`config.mk`:
```
export PLATFORM = sky130hd
export DESIGN_NAME = acc_converter_control
export DESIGN_NICKNAME = d
export VERILOG_FILES = /design/src/acc_pkg.sv /design/src/acc_converter_control.sv
export SDC_FILE = /design/constraint.sdc
export NUM_CORES = 1
export LEC_CHECK = 0
export BUFFER_PORTS_ARGS = -buffer_cell sky130_fd_sc_hd__buf_2
export CAP_MARGIN = 15
export CORE_MARGIN = 3
export CORE_UTILIZATION = 53
export DETAILED_ROUTE_END_ITERATION = 8
export GPL_TIMING_DRIVEN = 0
export PLACE_DENSITY_LB_ADDON = 0.05
export SLEW_MARGIN = 20
export SYNTH_ARGS = -nofsm -noshare
export SYNTH_HDL_FRONTEND = slang
export SYNTH_HIERARCHICAL = 1
export SYNTH_SLANG_ARGS = --single-unit
```
`constraint.sdc`:
```
create_clock -name clk_sys -period 3.1 [get_ports clk_sys]
set_clock_uncertainty 0.2 [all_clocks]
set_input_delay 0.155 -clock clk_sys [delete_from_list [all_inputs] [get_ports clk_sys]]
set_output_delay 0.155 -clock clk_sys [all_outputs]
set_load 0.05 [all_outputs]
```
`src/acc_pkg.sv`:
```
// Package with register map, field positions, reset values and timing for the converter control block.
package acc_pkg;
    // Register offsets on the plain register port.
    localparam logic [3:0] OFF_STATUS_FIRST = 4'h0;
    localparam logic [3:0] OFF_STATUS_SECOND = 4'h1;
    localparam logic [3:0] OFF_RESULT_UPPER = 4'h2;
    localparam logic [3:0] OFF_RESULT_LOWER = 4'h3;
    localparam logic [3:0] OFF_COMPARE_HIGH = 4'h4;
    localparam logic [3:0] OFF_COMPARE_LOW = 4'h5;
    localparam logic [3:0] OFF_CONFIG = 4'h6;
    localparam logic [3:0] OFF_PIN_FIRST = 4'h7;
    localparam logic [3:0] OFF_PIN_SECOND = 4'h8;
    localparam logic [3:0] OFF_POWER_STATE = 4'h9;
    // Field positions in the first status/control register.
    localparam int SC1_COMPLETE = 7;
    localparam int SC1_IRQ_EN = 6;
    localparam int SC1_CONTINUOUS = 5;
    // Field positions in the second status/control register.
    localparam int SC2_ACTIVE = 7;
    localparam int SC2_TRIGGER = 6;
    localparam int SC2_CMP_EN = 5;
    localparam int SC2_CMP_GT = 4;
    // Field positions in the configuration register.
    localparam int CFG_LOW_POWER = 7;
    localparam int CFG_DIV_LSB = 5;
    localparam int CFG_LONG_SAMPLE = 4;
    localparam int CFG_MODE_LSB = 2;
    localparam int CFG_CLK_LSB = 0;
    // Encodings.
    localparam logic [1:0] MODE_8BIT = 2'h0;
    localparam logic [1:0] MODE_10BIT = 2'h2;
    localparam logic [1:0] CLK_BUS = 2'h0;
    localparam logic [1:0] CLK_ASYNC = 2'h3;
    localparam logic [4:0] CHANNEL_OFF = 5'h1f;
    // Reset values.
    localparam logic [7:0] RST_STATUS_FIRST = 8'h1f;
    localparam logic [7:0] RST_ZERO = 8'h00;
    // Cycle counts of a conversion in converter-clock periods.
    localparam logic [5:0] CYC_SHORT_8 = 6'h11;
    localparam logic [5:0] CYC_SHORT_10 = 6'h14;
    localparam logic [5:0] CYC_LONG_8 = 6'h25;
    localparam logic [5:0] CYC_LONG_10 = 6'h28;
    localparam logic [1:0] PWR_RUN = 2'h0;
    localparam logic [1:0] PWR_STOP3 = 2'h1;
    localparam logic [1:0] PWR_DEEP = 2'h2;
endpackage : acc_pkg

```
`src/acc_converter_control.sv`:
```
// Converter control: register file, conversion sequencing, compare and low-power handling.
//
// The address-and-strobe port and the address map are this design's own decisions.
`timescale 1ns/100ps
module acc_converter_control
    import acc_pkg::*;
(
    input wire logic clk_sys, // System clock, 200 MHz.
    input wire logic resetn, // Asynchronous reset, active low.
    input wire logic asyncClk, // Asynchronous converter clock, sampled as a level.
    input wire logic hwTrigger, // Hardware trigger pulse.
    input wire logic [1:0] powerMode, // Low-power mode from the system.
    input wire logic [3:0] regAddr, // Register address.
    input wire logic [7:0] regWdata, // Register write data.
    input wire logic regWrite, // Write strobe.
    input wire logic regRead, // Read strobe.
    input wire logic [9:0] sampleData, // Digitised value from the analog core.
    output logic [7:0] regRdata, // Read data, valid the cycle after a read.
    output logic convIrq, // Conversion-complete interrupt request.
    output logic [4:0] channelSel, // Channel routed to the analog core.
    output logic convBusy, // Analog core active.
    output logic lowPowerSel, // Low-power bias to analog core.
    output logic [15:0] pinIoDisable // Per-pin general-purpose I/O disable.
);
    typedef enum logic [1:0] {
        ACC_IDLE = 2'b00,
        ACC_RUN = 2'b01,
        ACC_DONE = 2'b10
    } acc_state_t;

    // Reset synchroniser stages.
    logic rstMeta;
    logic rstSync;
    // Software-visible registers.
    logic [7:0] statusFirst;
    logic [7:0] statusSecond;
    logic [7:0] convConfig;
    logic [7:0] cmpHigh;
    logic [7:0] cmpLow;
    logic [7:0] pinFirst;
    logic [7:0] pinSecond;
    // Held result and the copy kept for the low-byte read.
    logic [9:0] result;
    logic [9:0] latchedLow;
    logic readLock; // High between the upper and the lower result read.
    // Converter clock generation.
    logic [2:0] divCount;
    logic asyncMeta;
    logic asyncSync;
    logic asyncPrev;
    // Sequencer.
    logic [5:0] cycCount;
    acc_state_t state;
    acc_state_t next_state;

    // Reset release through two flip-flops.
    always_ff @(posedge clk_sys or negedge resetn) begin
        if (!resetn) begin
            rstMeta <= 1'b0;
            rstSync <= 1'b0;
        end else begin
            rstMeta <= 1'b1;
            rstSync <= rstMeta;
        end
    end

    // Power-mode decode; stop3 aborts only when the async clock is not selected.
    wire deepStop = (powerMode == PWR_DEEP);
    wire inStop3 = (powerMode == PWR_STOP3);
    wire asyncSelected = (convConfig[CFG_CLK_LSB +: 2] == CLK_ASYNC);
    wire stopAbort = inStop3 && !asyncSelected;

    // Register write and read strobes per address.
    wire wrFirst = regWrite && (regAddr == OFF_STATUS_FIRST);
    wire wrSecond = regWrite && (regAddr == OFF_STATUS_SECOND);
    wire wrConfig = regWrite && (regAddr == OFF_CONFIG);
    wire wrCmpHigh = regWrite && (regAddr == OFF_COMPARE_HIGH);
    wire wrCmpLow = regWrite && (regAddr == OFF_COMPARE_LOW);
    wire wrPinFirst = regWrite && (regAddr == OFF_PIN_FIRST);
    wire wrPinSecond = regWrite && (regAddr == OFF_PIN_SECOND);
    wire wrOther = wrSecond || wrConfig || wrCmpHigh || wrCmpLow; // A mode change invalidates a conversion.
    wire rdUpper = regRead && (regAddr == OFF_RESULT_UPPER);
    wire rdLower = regRead && (regAddr == OFF_RESULT_LOWER);

    // Conversion start and abort requests.
    wire channelOn = (statusFirst[4:0] != CHANNEL_OFF);
    wire swStart = wrFirst && (regWdata[4:0] != CHANNEL_OFF) && !statusSecond[SC2_TRIGGER];
    wire hwStart = statusSecond[SC2_TRIGGER] && hwTrigger && channelOn;
    wire contStart = statusFirst[SC1_CONTINUOUS] && channelOn;
    wire abortNow = wrOther || stopAbort || (wrFirst && !swStart);
    // A write to a status, configuration or compare register in the same cycle wins over a hardware or continuous start.
    wire idleStart = swStart || (!stopAbort && !wrFirst && !wrOther && (hwStart || contStart));

    // Resolution, sample time and conversion length.
    wire is10 = (convConfig[CFG_MODE_LSB +: 2] == MODE_10BIT);
    wire longSample = convConfig[CFG_LONG_SAMPLE];
    wire [5:0] convLength = longSample ? (is10 ? CYC_LONG_10 : CYC_LONG_8)
        : (is10 ? CYC_SHORT_10 : CYC_SHORT_8);
    wire [9:0] sampleMasked = is10 ? sampleData : {2'b00, sampleData[9:2]};

    // Compare: the result plus the two's complement of the compare value.
    wire [9:0] cmpValue = {cmpHigh[1:0], cmpLow};
    wire [10:0] cmpDiff = {1'b0, sampleMasked} + {1'b0, ~cmpValue} + 11'h001;
    wire cmpGe = cmpDiff[10];
    wire cmpPass = !statusSecond[SC2_CMP_EN] || (statusSecond[SC2_CMP_GT] ? cmpGe : !cmpGe);
    wire [9:0] transferValue = statusSecond[SC2_CMP_EN] ? cmpDiff[9:0] : sampleMasked;
    // A transfer is held off while the result is locked between the two reads.
    wire transferNow = (state == ACC_DONE) && cmpPass && !readLock;

    // Converter clock: the divided bus clock or rising edges of the synchronised async clock.
    wire [3:0] divLimit = 4'(1) << convConfig[CFG_DIV_LSB +: 2];
    wire busTick = ({1'b0, divCount} == divLimit - 4'h1);
    wire asyncTick = asyncSync && !asyncPrev;
    wire convTick = asyncSelected ? asyncTick : busTick;

    // Sequencer state change.
    always_comb begin
        next_state = state;
        unique case (state)
            ACC_IDLE: begin
                if (idleStart) begin
                    next_state = ACC_RUN;
                end
            end
            ACC_RUN: begin
                if (abortNow) begin
                    next_state = swStart ? ACC_RUN : ACC_IDLE;
                end else if (convTick && (cycCount == convLength)) begin
                    next_state = ACC_DONE;
                end
            end
            ACC_DONE: begin
                next_state = ACC_IDLE;
            end
            default: begin
                next_state = ACC_IDLE;
            end
        endcase
    end

    // Synchronise the asynchronous converter clock; only the second stage feeds the edge detector.
    always_ff @(posedge clk_sys or negedge rstSync) begin
        if (!rstSync) begin
            asyncMeta <= 1'b0;
            asyncSync <= 1'b0;
            asyncPrev <= 1'b0;
        end else begin
            asyncMeta <= asyncClk;
            asyncSync <= asyncMeta;
            asyncPrev <= asyncSync;
        end
    end

    // Bus clock divider, one tick every 1, 2, 4 or 8 cycles.
    always_ff @(posedge clk_sys or negedge rstSync) begin
        if (!rstSync) begin
            divCount <= 3'h0;
        end else begin
            divCount <= busTick ? 3'h0 : divCount + 3'h1;
        end
    end

    // Sequencer state and conversion cycle counter; deep stop forces idle.
    always_ff @(posedge clk_sys or negedge rstSync) begin
        if (!rstSync) begin
            state <= ACC_IDLE;
            cycCount <= 6'h00;
        end else if (deepStop) begin
            state <= ACC_IDLE;
            cycCount <= 6'h00;
        end else begin
            state <= next_state;
            if (next_state != ACC_RUN || (abortNow && swStart)) begin
                cycCount <= 6'h00;
            end else if (convTick) begin
                cycCount <= cycCount + 6'h01;
            end
        end
    end

    // First status/control register; completion sets the flag and the set wins over a clearing access.
    always_ff @(posedge clk_sys or negedge rstSync) begin
        if (!rstSync) begin
            statusFirst <= RST_STATUS_FIRST;
        end else if (deepStop) begin
            statusFirst <= RST_STATUS_FIRST;
        end else begin
            if (transferNow) begin
                statusFirst[SC1_COMPLETE] <= 1'b1;
            end else if (wrFirst || rdLower) begin
                statusFirst[SC1_COMPLETE] <= 1'b0;
            end
            if (wrFirst) begin
                statusFirst[6:0] <= regWdata[6:0];
            end
        end
    end

    // Second status/control register; bit 7 is shown live and bits 3:2 are never stored.
    acc_byte_reg #(
        .RESET_VALUE(RST_ZERO),
        .WRITE_MASK(8'h73)
    ) i_status_second (
        .clk_sys(clk_sys),
        .resetn(rstSync),
        .clear(deepStop),
        .load(wrSecond),
        .wdata(regWdata),
        .value(statusSecond)
    );

    // Configuration register.
    acc_byte_reg #(
        .RESET_VALUE(RST_ZERO),
        .WRITE_MASK(8'hff)
    ) i_config (
        .clk_sys(clk_sys),
        .resetn(rstSync),
        .clear(deepStop),
        .load(wrConfig),
        .wdata(regWdata),
        .value(convConfig)
    );

    // Compare value, upper two bits.
    acc_byte_reg #(
        .RESET_VALUE(RST_ZERO),
        .WRITE_MASK(8'h03)
    ) i_cmp_high (
        .clk_sys(clk_sys),
        .resetn(rstSync),
        .clear(deepStop),
        .load(wrCmpHigh),
        .wdata(regWdata),
        .value(cmpHigh)
    );

    // Compare value, lower eight bits.
    acc_byte_reg #(
        .RESET_VALUE(RST_ZERO),
        .WRITE_MASK(8'hff)
    ) i_cmp_low (
        .clk_sys(clk_sys),
        .resetn(rstSync),
        .clear(deepStop),
        .load(wrCmpLow),
        .wdata(regWdata),
        .value(cmpLow)
    );

    // Pin control for inputs 0 to 7.
    acc_byte_reg #(
        .RESET_VALUE(RST_ZERO),
        .WRITE_MASK(8'hff)
    ) i_pin_first (
        .clk_sys(clk_sys),
        .resetn(rstSync),
        .clear(deepStop),
        .load(wrPinFirst),
        .wdata(regWdata),
        .value(pinFirst)
    );

    // Pin control for inputs 8 to 15.
    acc_byte_reg #(
        .RESET_VALUE(RST_ZERO),
        .WRITE_MASK(8'hff)
    ) i_pin_second (
        .clk_sys(clk_sys),
        .resetn(rstSync),
        .clear(deepStop),
        .load(wrPinSecond),
        .wdata(regWdata),
        .value(pinSecond)
    );

    // Result transfer and high-then-low read interlock; a deep stop clears the result and the lock.
    always_ff @(posedge clk_sys or negedge rstSync) begin
        if (!rstSync) begin
            result <= 10'h000;
            latchedLow <= 10'h000;
            readLock <= 1'b0;
        end else if (deepStop) begin
            result <= 10'h000;
            latchedLow <= 10'h000;
            readLock <= 1'b0;
        end else begin
            if (transferNow) begin
                result <= transferValue;
            end
            if (rdUpper) begin
                readLock <= 1'b1;
                latchedLow <= result;
            end else if (rdLower || wrFirst) begin
                readLock <= 1'b0;
            end
        end
    end

    // Read data mux, registered for the next cycle.
    wire [7:0] statusSecondView = {convBusy, statusSecond[6:4], 2'b00, statusSecond[1:0]};
    wire [7:0] lowerView = readLock ? latchedLow[7:0] : result[7:0];
    logic [7:0] next_rdata;
    always_comb begin
        unique case (regAddr)
            OFF_STATUS_FIRST: next_rdata = statusFirst;
            OFF_STATUS_SECOND: next_rdata = statusSecondView;
            OFF_RESULT_UPPER: next_rdata = {6'h00, result[9:8]};
            OFF_RESULT_LOWER: next_rdata = lowerView;
            OFF_COMPARE_HIGH: next_rdata = cmpHigh;
            OFF_COMPARE_LOW: next_rdata = cmpLow;
            OFF_CONFIG: next_rdata = convConfig;
            OFF_PIN_FIRST: next_rdata = pinFirst;
            OFF_PIN_SECOND: next_rdata = pinSecond;
            OFF_POWER_STATE: next_rdata = {6'h00, powerMode};
            default: next_rdata = 8'h00;
        endcase
    end

    // Registered read data.
    always_ff @(posedge clk_sys or negedge rstSync) begin
        if (!rstSync) begin
            regRdata <= 8'h00;
        end else begin
            regRdata <= regRead ? next_rdata : 8'h00;
        end
    end

    // Outputs to the analog core, pins and interrupt controller.
    assign convBusy = (state != ACC_IDLE);
    assign convIrq = statusFirst[SC1_COMPLETE] && statusFirst[SC1_IRQ_EN];
    assign channelSel = statusFirst[4:0];
    assign lowPowerSel = convConfig[CFG_LOW_POWER];
    assign pinIoDisable = {pinSecond, pinFirst};
endmodule : acc_converter_control

// Byte register with a write mask; a deep stop returns it to its reset value.
module acc_byte_reg #(
    parameter logic [7:0] RESET_VALUE = 8'h00, // Value after reset and after a deep stop.
    parameter logic [7:0] WRITE_MASK = 8'hff // Bits that software can change.
) (
    input wire logic clk_sys, // System clock.
    input wire logic resetn, // Synchronised reset, active low.
    input wire logic clear, // Deep stop, returns the reset value.
    input wire logic load, // Write strobe for this register.
    input wire logic [7:0] wdata, // Write data.
    output logic [7:0] value // Register contents.
);
    // Bits outside the mask keep their reset value, so they always read back the same.
    always_ff @(posedge clk_sys or negedge resetn) begin
        if (!resetn) begin
            value <= RESET_VALUE;
        end else if (clear) begin
            value <= RESET_VALUE;
        end else if (load) begin
            value <= (wdata & WRITE_MASK) | (RESET_VALUE & ~WRITE_MASK);
        end
    end
endmodule : acc_byte_reg

```
* Word-level counts from Yosys, hierarchy flattened *
Cells that the tools add are included.
Widths: inputs -> output; s select.

cells by class
  mux-type cells = 42
  equality and inequality tests = 20
  shift operators = 1
  bitwise gates (word level) = 1
  reductions and logical operators = 60
  $add $sub $neg = 5

operator list
  operator               number
  $mux 8                 15
  $pmux 8 s10            1
  $mux 10                4
  $logic_and 1x1->1      25
  $mux 6                 4
  $mux 7                 3
  $reduce_bool 2->1      10
  $eq 4x3->1 const B     4
  $add 10x10->11         1
  $add 11x1->11 const B  1
  $logic_not 1->1        10
  $logic_or 1x1->1       10
  $ne 5x5->1 const B     2
  $not 10->10            1
  $reduce_bool 3->1      3
  $eq 2x2->1 const B     4
  $eq 4x2->1 const B     2
  $eq 4x4->1 const B     2
  $mux 2                 4
  $mux 1                 7
  $add 6x1->6 const B    1
  $eq 6x6->1             1
  $mux 3                 2
  $eq 2x1->1 const B     2
  other kinds (10)       10

word-level totals
  logic and storage cells = 149
  bits of input ports = 30
  register bits after elaboration = 98

* Depth between registers and ports, before layout *
  word-level depth = 15
  gate-level depth with buffers = 14

* Modules after synthesis *
Netlist, hierarchy kept.

by module, submodules not included
  module                          times used  sequential area each (µm²)  cells an instance  area an instance (µm²)
  acc_converter_control           1           1,282.5                     416                3,679.8
  acc_byte_reg (i_cmp_low ...)    4           200.2                       26                 325.3
  acc_byte_reg (i_status_second)  1           125.1                       20                 231.5
  acc_byte_reg (i_cmp_high)       1           50.0                        13                 126.4

* Worst setup path after synthesis *
No wires, ideal clock.

  kind = register to register
  from = register i_config.value[2]
  to = register result[5]
  period minus slack after synthesis = 3.299 ns
  data required time = 2.780 ns
  setup slack = -0.199 ns
  arrival time = 2.979 ns
  cell stages (with the launch flop) = 14
  cells stage by stage = dfrtp_1 > nor2b_1 > buf_2 > mux2i_1 > ha_1 > inv_1 > fa_1 > a211oi_2 > nor2_1 > a31oi_2 > mux2i_2 > nor2_4 > buf_6 > o211a_1

on the way
  longest elaborated chain between the ends = 10

ends and longest elaborated chain
  item                                line                          source
  start, declared                     acc_converter_control.sv:347  output logic [7:0] value
  start signal, assigned              acc_converter_control.sv:356  value <= (wdata & WRITE_MASK) | (RESET_VALUE & ~WRITE_MASK);
  $eq 2x2->1 *                        acc_converter_control.sv:95   wire is10 = (convConfig[CFG_MODE_LSB +: 2] == MODE_10BIT);
  $mux 10 *                           acc_converter_control.sv:99   wire [9:0] sampleMasked = is10 ? sampleData : {2'b00, sampleData[9:2]};
  $add 10x10->11                      acc_converter_control.sv:103  wire [10:0] cmpDiff = {1'b0, sampleMasked} + {1'b0, ~cmpValue} + 11'h001;
  $add 11x1->11                       acc_converter_control.sv:103
  $logic_not 1->1                     acc_converter_control.sv:105  wire cmpPass = !statusSecond[SC2_CMP_EN] || (statusSecond[SC2_CMP_GT] ? cmpGe : !cmpGe);
  $mux 1                              acc_converter_control.sv:105
  $logic_or 1x1->1                    acc_converter_control.sv:105
  $logic_and 1x1->1 (2 in a row)      acc_converter_control.sv:108  wire transferNow = (state == ACC_DONE) && cmpPass && !readLock;
  $reduce_bool 2->1 (no source line)  --
  end signal, assigned                acc_converter_control.sv:289  result <= transferValue;
  end, declared                       acc_converter_control.sv:43   logic [9:0] result;

Every way passes the cells marked *; elsewhere a longest branch is shown, timed or not. The select of a mux whose other input is x is not followed.
A chain may end at the register's enable or synchronous reset.

* Worst setup path after layout *
Ends and elaborated chain as after synthesis.

==> flow_summary.yaml <==
clock_network:
  cts_tree: "done"
  clock_latency_ps: 370
  numClockSinks: 90
  cts-buffers-inserted: 9
  cts_buffer_depth: 2
  clockRootBuffer: "clkbuf_8"
  htree_levels: 3
  clk_transition_reported_paths_ps: 100
place:
  dp.cells: 743
  hpwlAfterDp_mm: 11.2
  io_buffers: 59
  place_congestion: 0.954
setup_path:
  cp_data_required_time_ps: 3170
  worstSetupPathType: "reg -> reg"
  cp_num_buf_inv: 3
  timing.rr.end: "result[5]"
  critical_path.slowest_cell: "dfrtp_1"
  crit_path_cell_trace: "nor2b_4, buf_6, mux2i_4, ha_4, inv_2, fa_2, a211oi_4, nor2_4, a31oi_4, mux2i_4, nor2_4, buf_6, o211a_1"
  start_kind: "flop"
  cp_slowest_stage_delay_ps: 420
  timing.rr.start: "i_config/value[2]"
  crit_path_end_kind: "flop"
  cp_max_fo: 8
  critPathTopFamily: "compound AO/OA/AOI/OAI gates"
  arrival_ps: 3240
  rrSetupSlack_ps: -70
  rr_worst_depth: 13
timing:
  report.final.slew_viol_count: 0
  fin_ws_ps: -72.0
  finalCritPeriodShare_pct: 102
  setup_viol: 8
  final_hold_viol_count: 0
  whs_ps: 88.0
  worst_slew_pin_slew_ps: 983
  fin_crit_ps: 3170
  timing.slew.headroom_pct: 34.4
  timing.fmax_mhz: 315
  rsz0062_at_grt: "true"
  tns_ps: -338
power:
  irDropWorstVdd_mv: 0.232
  clkPwrFrac_pct: 31.0
  p_leak_nw: 2.88
  power.internal_mw: 1.72
  p_sw_uw: 836
  power_mw: 2.56
  power_frac_seq_pct: 49.0
  power_density_nw_per_um2: 399
  swShare_pct: 32.6
  p_comb_share_pct: 20.0
logic_synthesis:
  synthesis.area_um2: 5310
  ys.warnings.count: 6
  synthCells: 549
  avgSynthCellArea_um2: 9.68
floorplanning:
  die-area_um2: 11300
  rows: 35
  ios: 62
  die-height_um: 106
  die_x_um: 106
  start_util_pct: 55.9
  core_um2: 9500
run_status:
  status: "finished, violations left"
  failed_checks: "setup timing"
finish:
  fillers: 778
  drive_above_1_share_pct: 24.9
  nets: 694
  syn2layout_area_growth_pct: 20.8
  fin_cells: 784
  diodes: 0
  final_core_util_pct: 67.5
worst_hold_path:
  min_to: "result[6]"
  min_delay_path_depth: 4
  min_path_type: "in -> reg"
  hp-start: "sampleData[8]"
routing:
  route.detailed.drc: 0
  ant_nets: 0
  route.vias.total: 4464
  first_iter_violations: 390
  drt-pass1-iter-count: 5
  viasPerCell: 5.69
  routed_wirelength_mm: 15.4
  wl_per_cell_um: 19.6
global_route:
  grt_pass1_vias: 4488
  grt_pass1_wl_mm: 24.8
  grt_max_degree: 50
  antenna_found_initial: 0
  track_usage_pct: 28.8
  grt_overflow: 0
flow_run:
  drv_cap: 0
## layer usage
| layer | share of wire [%] | track usage [%] | routed length, µm | vias up |
|---|---|---|---|---|
| li1 | - | - | - | 2121 |
| met1 | 46 | 40.3 | 7010 | 2151 |
| met2 | 46 | 45.3 | 7100 | 160 |
| met3 | 5.7 | 5.40 | 868 | 32 |
| met4 | 2.4 | 9.07 | 373 | 0 |
| met5 | 0 | 0 | 0 | - |
## what timing repair did
item | in CTS | in global routing
buffers inserted | 10 | 2
endpoints found under the hold margin | 34 | 0
gates cloned | 1 | 0
setup endpoints to repair | 11 | 11
pin swaps | 10 | 10
hold buffers | 12 | 0
gates resized for setup | 20 | 11
## flip-flops by register name, indices dropped and copies added (netlist names)
name / cells
result: 10
i_cmp_low/value: 8
i_config/value: 8
i_pin_first/value: 8
i_pin_second/value: 8
latchedLow: 8
regRdata: 8
statusFirst: 8
cycCount: 6
i_status_second/value: 5
divCount: 3
i_cmp_high/value: 2
state: 2
asyncMeta: 1
asyncPrev: 1
asyncSync: 1
readLock: 1
rstMeta: 1
rstSync: 1
## worst max-delay path by stage
stage | start | endpoint | cells past startpoint
4_1_cts | i_config/value[2] | result[5] | 13
2_1_floorplan | i_config/value[2] | result[5] | 13
3_3_place_gp | rstSync | latchedLow[6] | 0
5_1_grt | i_config/value[2] | statusFirst[7] | 14
3_5_place_dp | i_config/value[3] | result[5] | 13
6_report | i_config/value[2] | result[5] | 13
## power groups by stage
| stage | clock, mW | combinational [mW] | sequential (mW) |
|---|---|---|---|
| final | 0.794 | 0.512 | 1.25 |
| after global placement | 0 | 0.428 | 1.29 |
| after detailed placement | 0 | 0.451 | 1.28 |
| after global routing | 0.860 | 0.556 | 1.26 |
| after CTS | 0.807 | 0.487 | 1.25 |
| after floorplan | 0 | 0.277 | 1.31 |
## layout by cell type, fill, tap and decap left out, types with 11 or more instances in the layout
| master | instances |
|---|---|
| dlygate4sd3_1 | 12 |
| mux2i_1 | 64 |
| nand3_1 | 11 |
| buf_4 | 24 |
| dfrtp_1 | 84 |
| buf_2 | 63 |
| o21ai_0 | 14 |
| nor2_1 | 85 |
| nand2_1 | 41 |
| a21oi_1 | 24 |
| xnor2_1 | 11 |
| inv_1 | 15 |
## worst register-to-register path, cell delays in order (launching register included)
cell and delay (ps):
dfrtp_1 420, nor2b_4 140, buf_6 130, mux2i_4 270
ha_4 170, inv_2 30, fa_2 360, a211oi_4 290
nor2_4 80, a31oi_4 210, mux2i_4 310, nor2_4 100
buf_6 170, o211a_1 210
## area by class of cell
| type | count | area [µm²] | share of cell area [%] |
|---|---|---|---|
| Buffer | 37 | 245 | 3.82 |
| Clock buffer | 9 | 124 | 1.93 |
| Clock inverter | 7 | 65.1 | 1.01 |
| Inverter | 17 | 63.8 | 0.995 |
| Multi-Input combinational cell | 410 | 2950 | 45.9 |
| Sequential cell | 90 | 2260 | 35.3 |
| Tap cell | 129 | 161 | 2.52 |
| Timing Repair Buffer | 85 | 548 | 8.54 |
## metrics by stage
step	area (µm²)	setup slack (ps)
3_3_place_gp	5800	-683
5_1_grt	6420	-214
3_5_place_dp	5830	-480
6_report	6420	-72.0
2_1_floorplan	5350	0.364
4_1_cts	6320	-79.1
(Power assumes the default switching activity.)
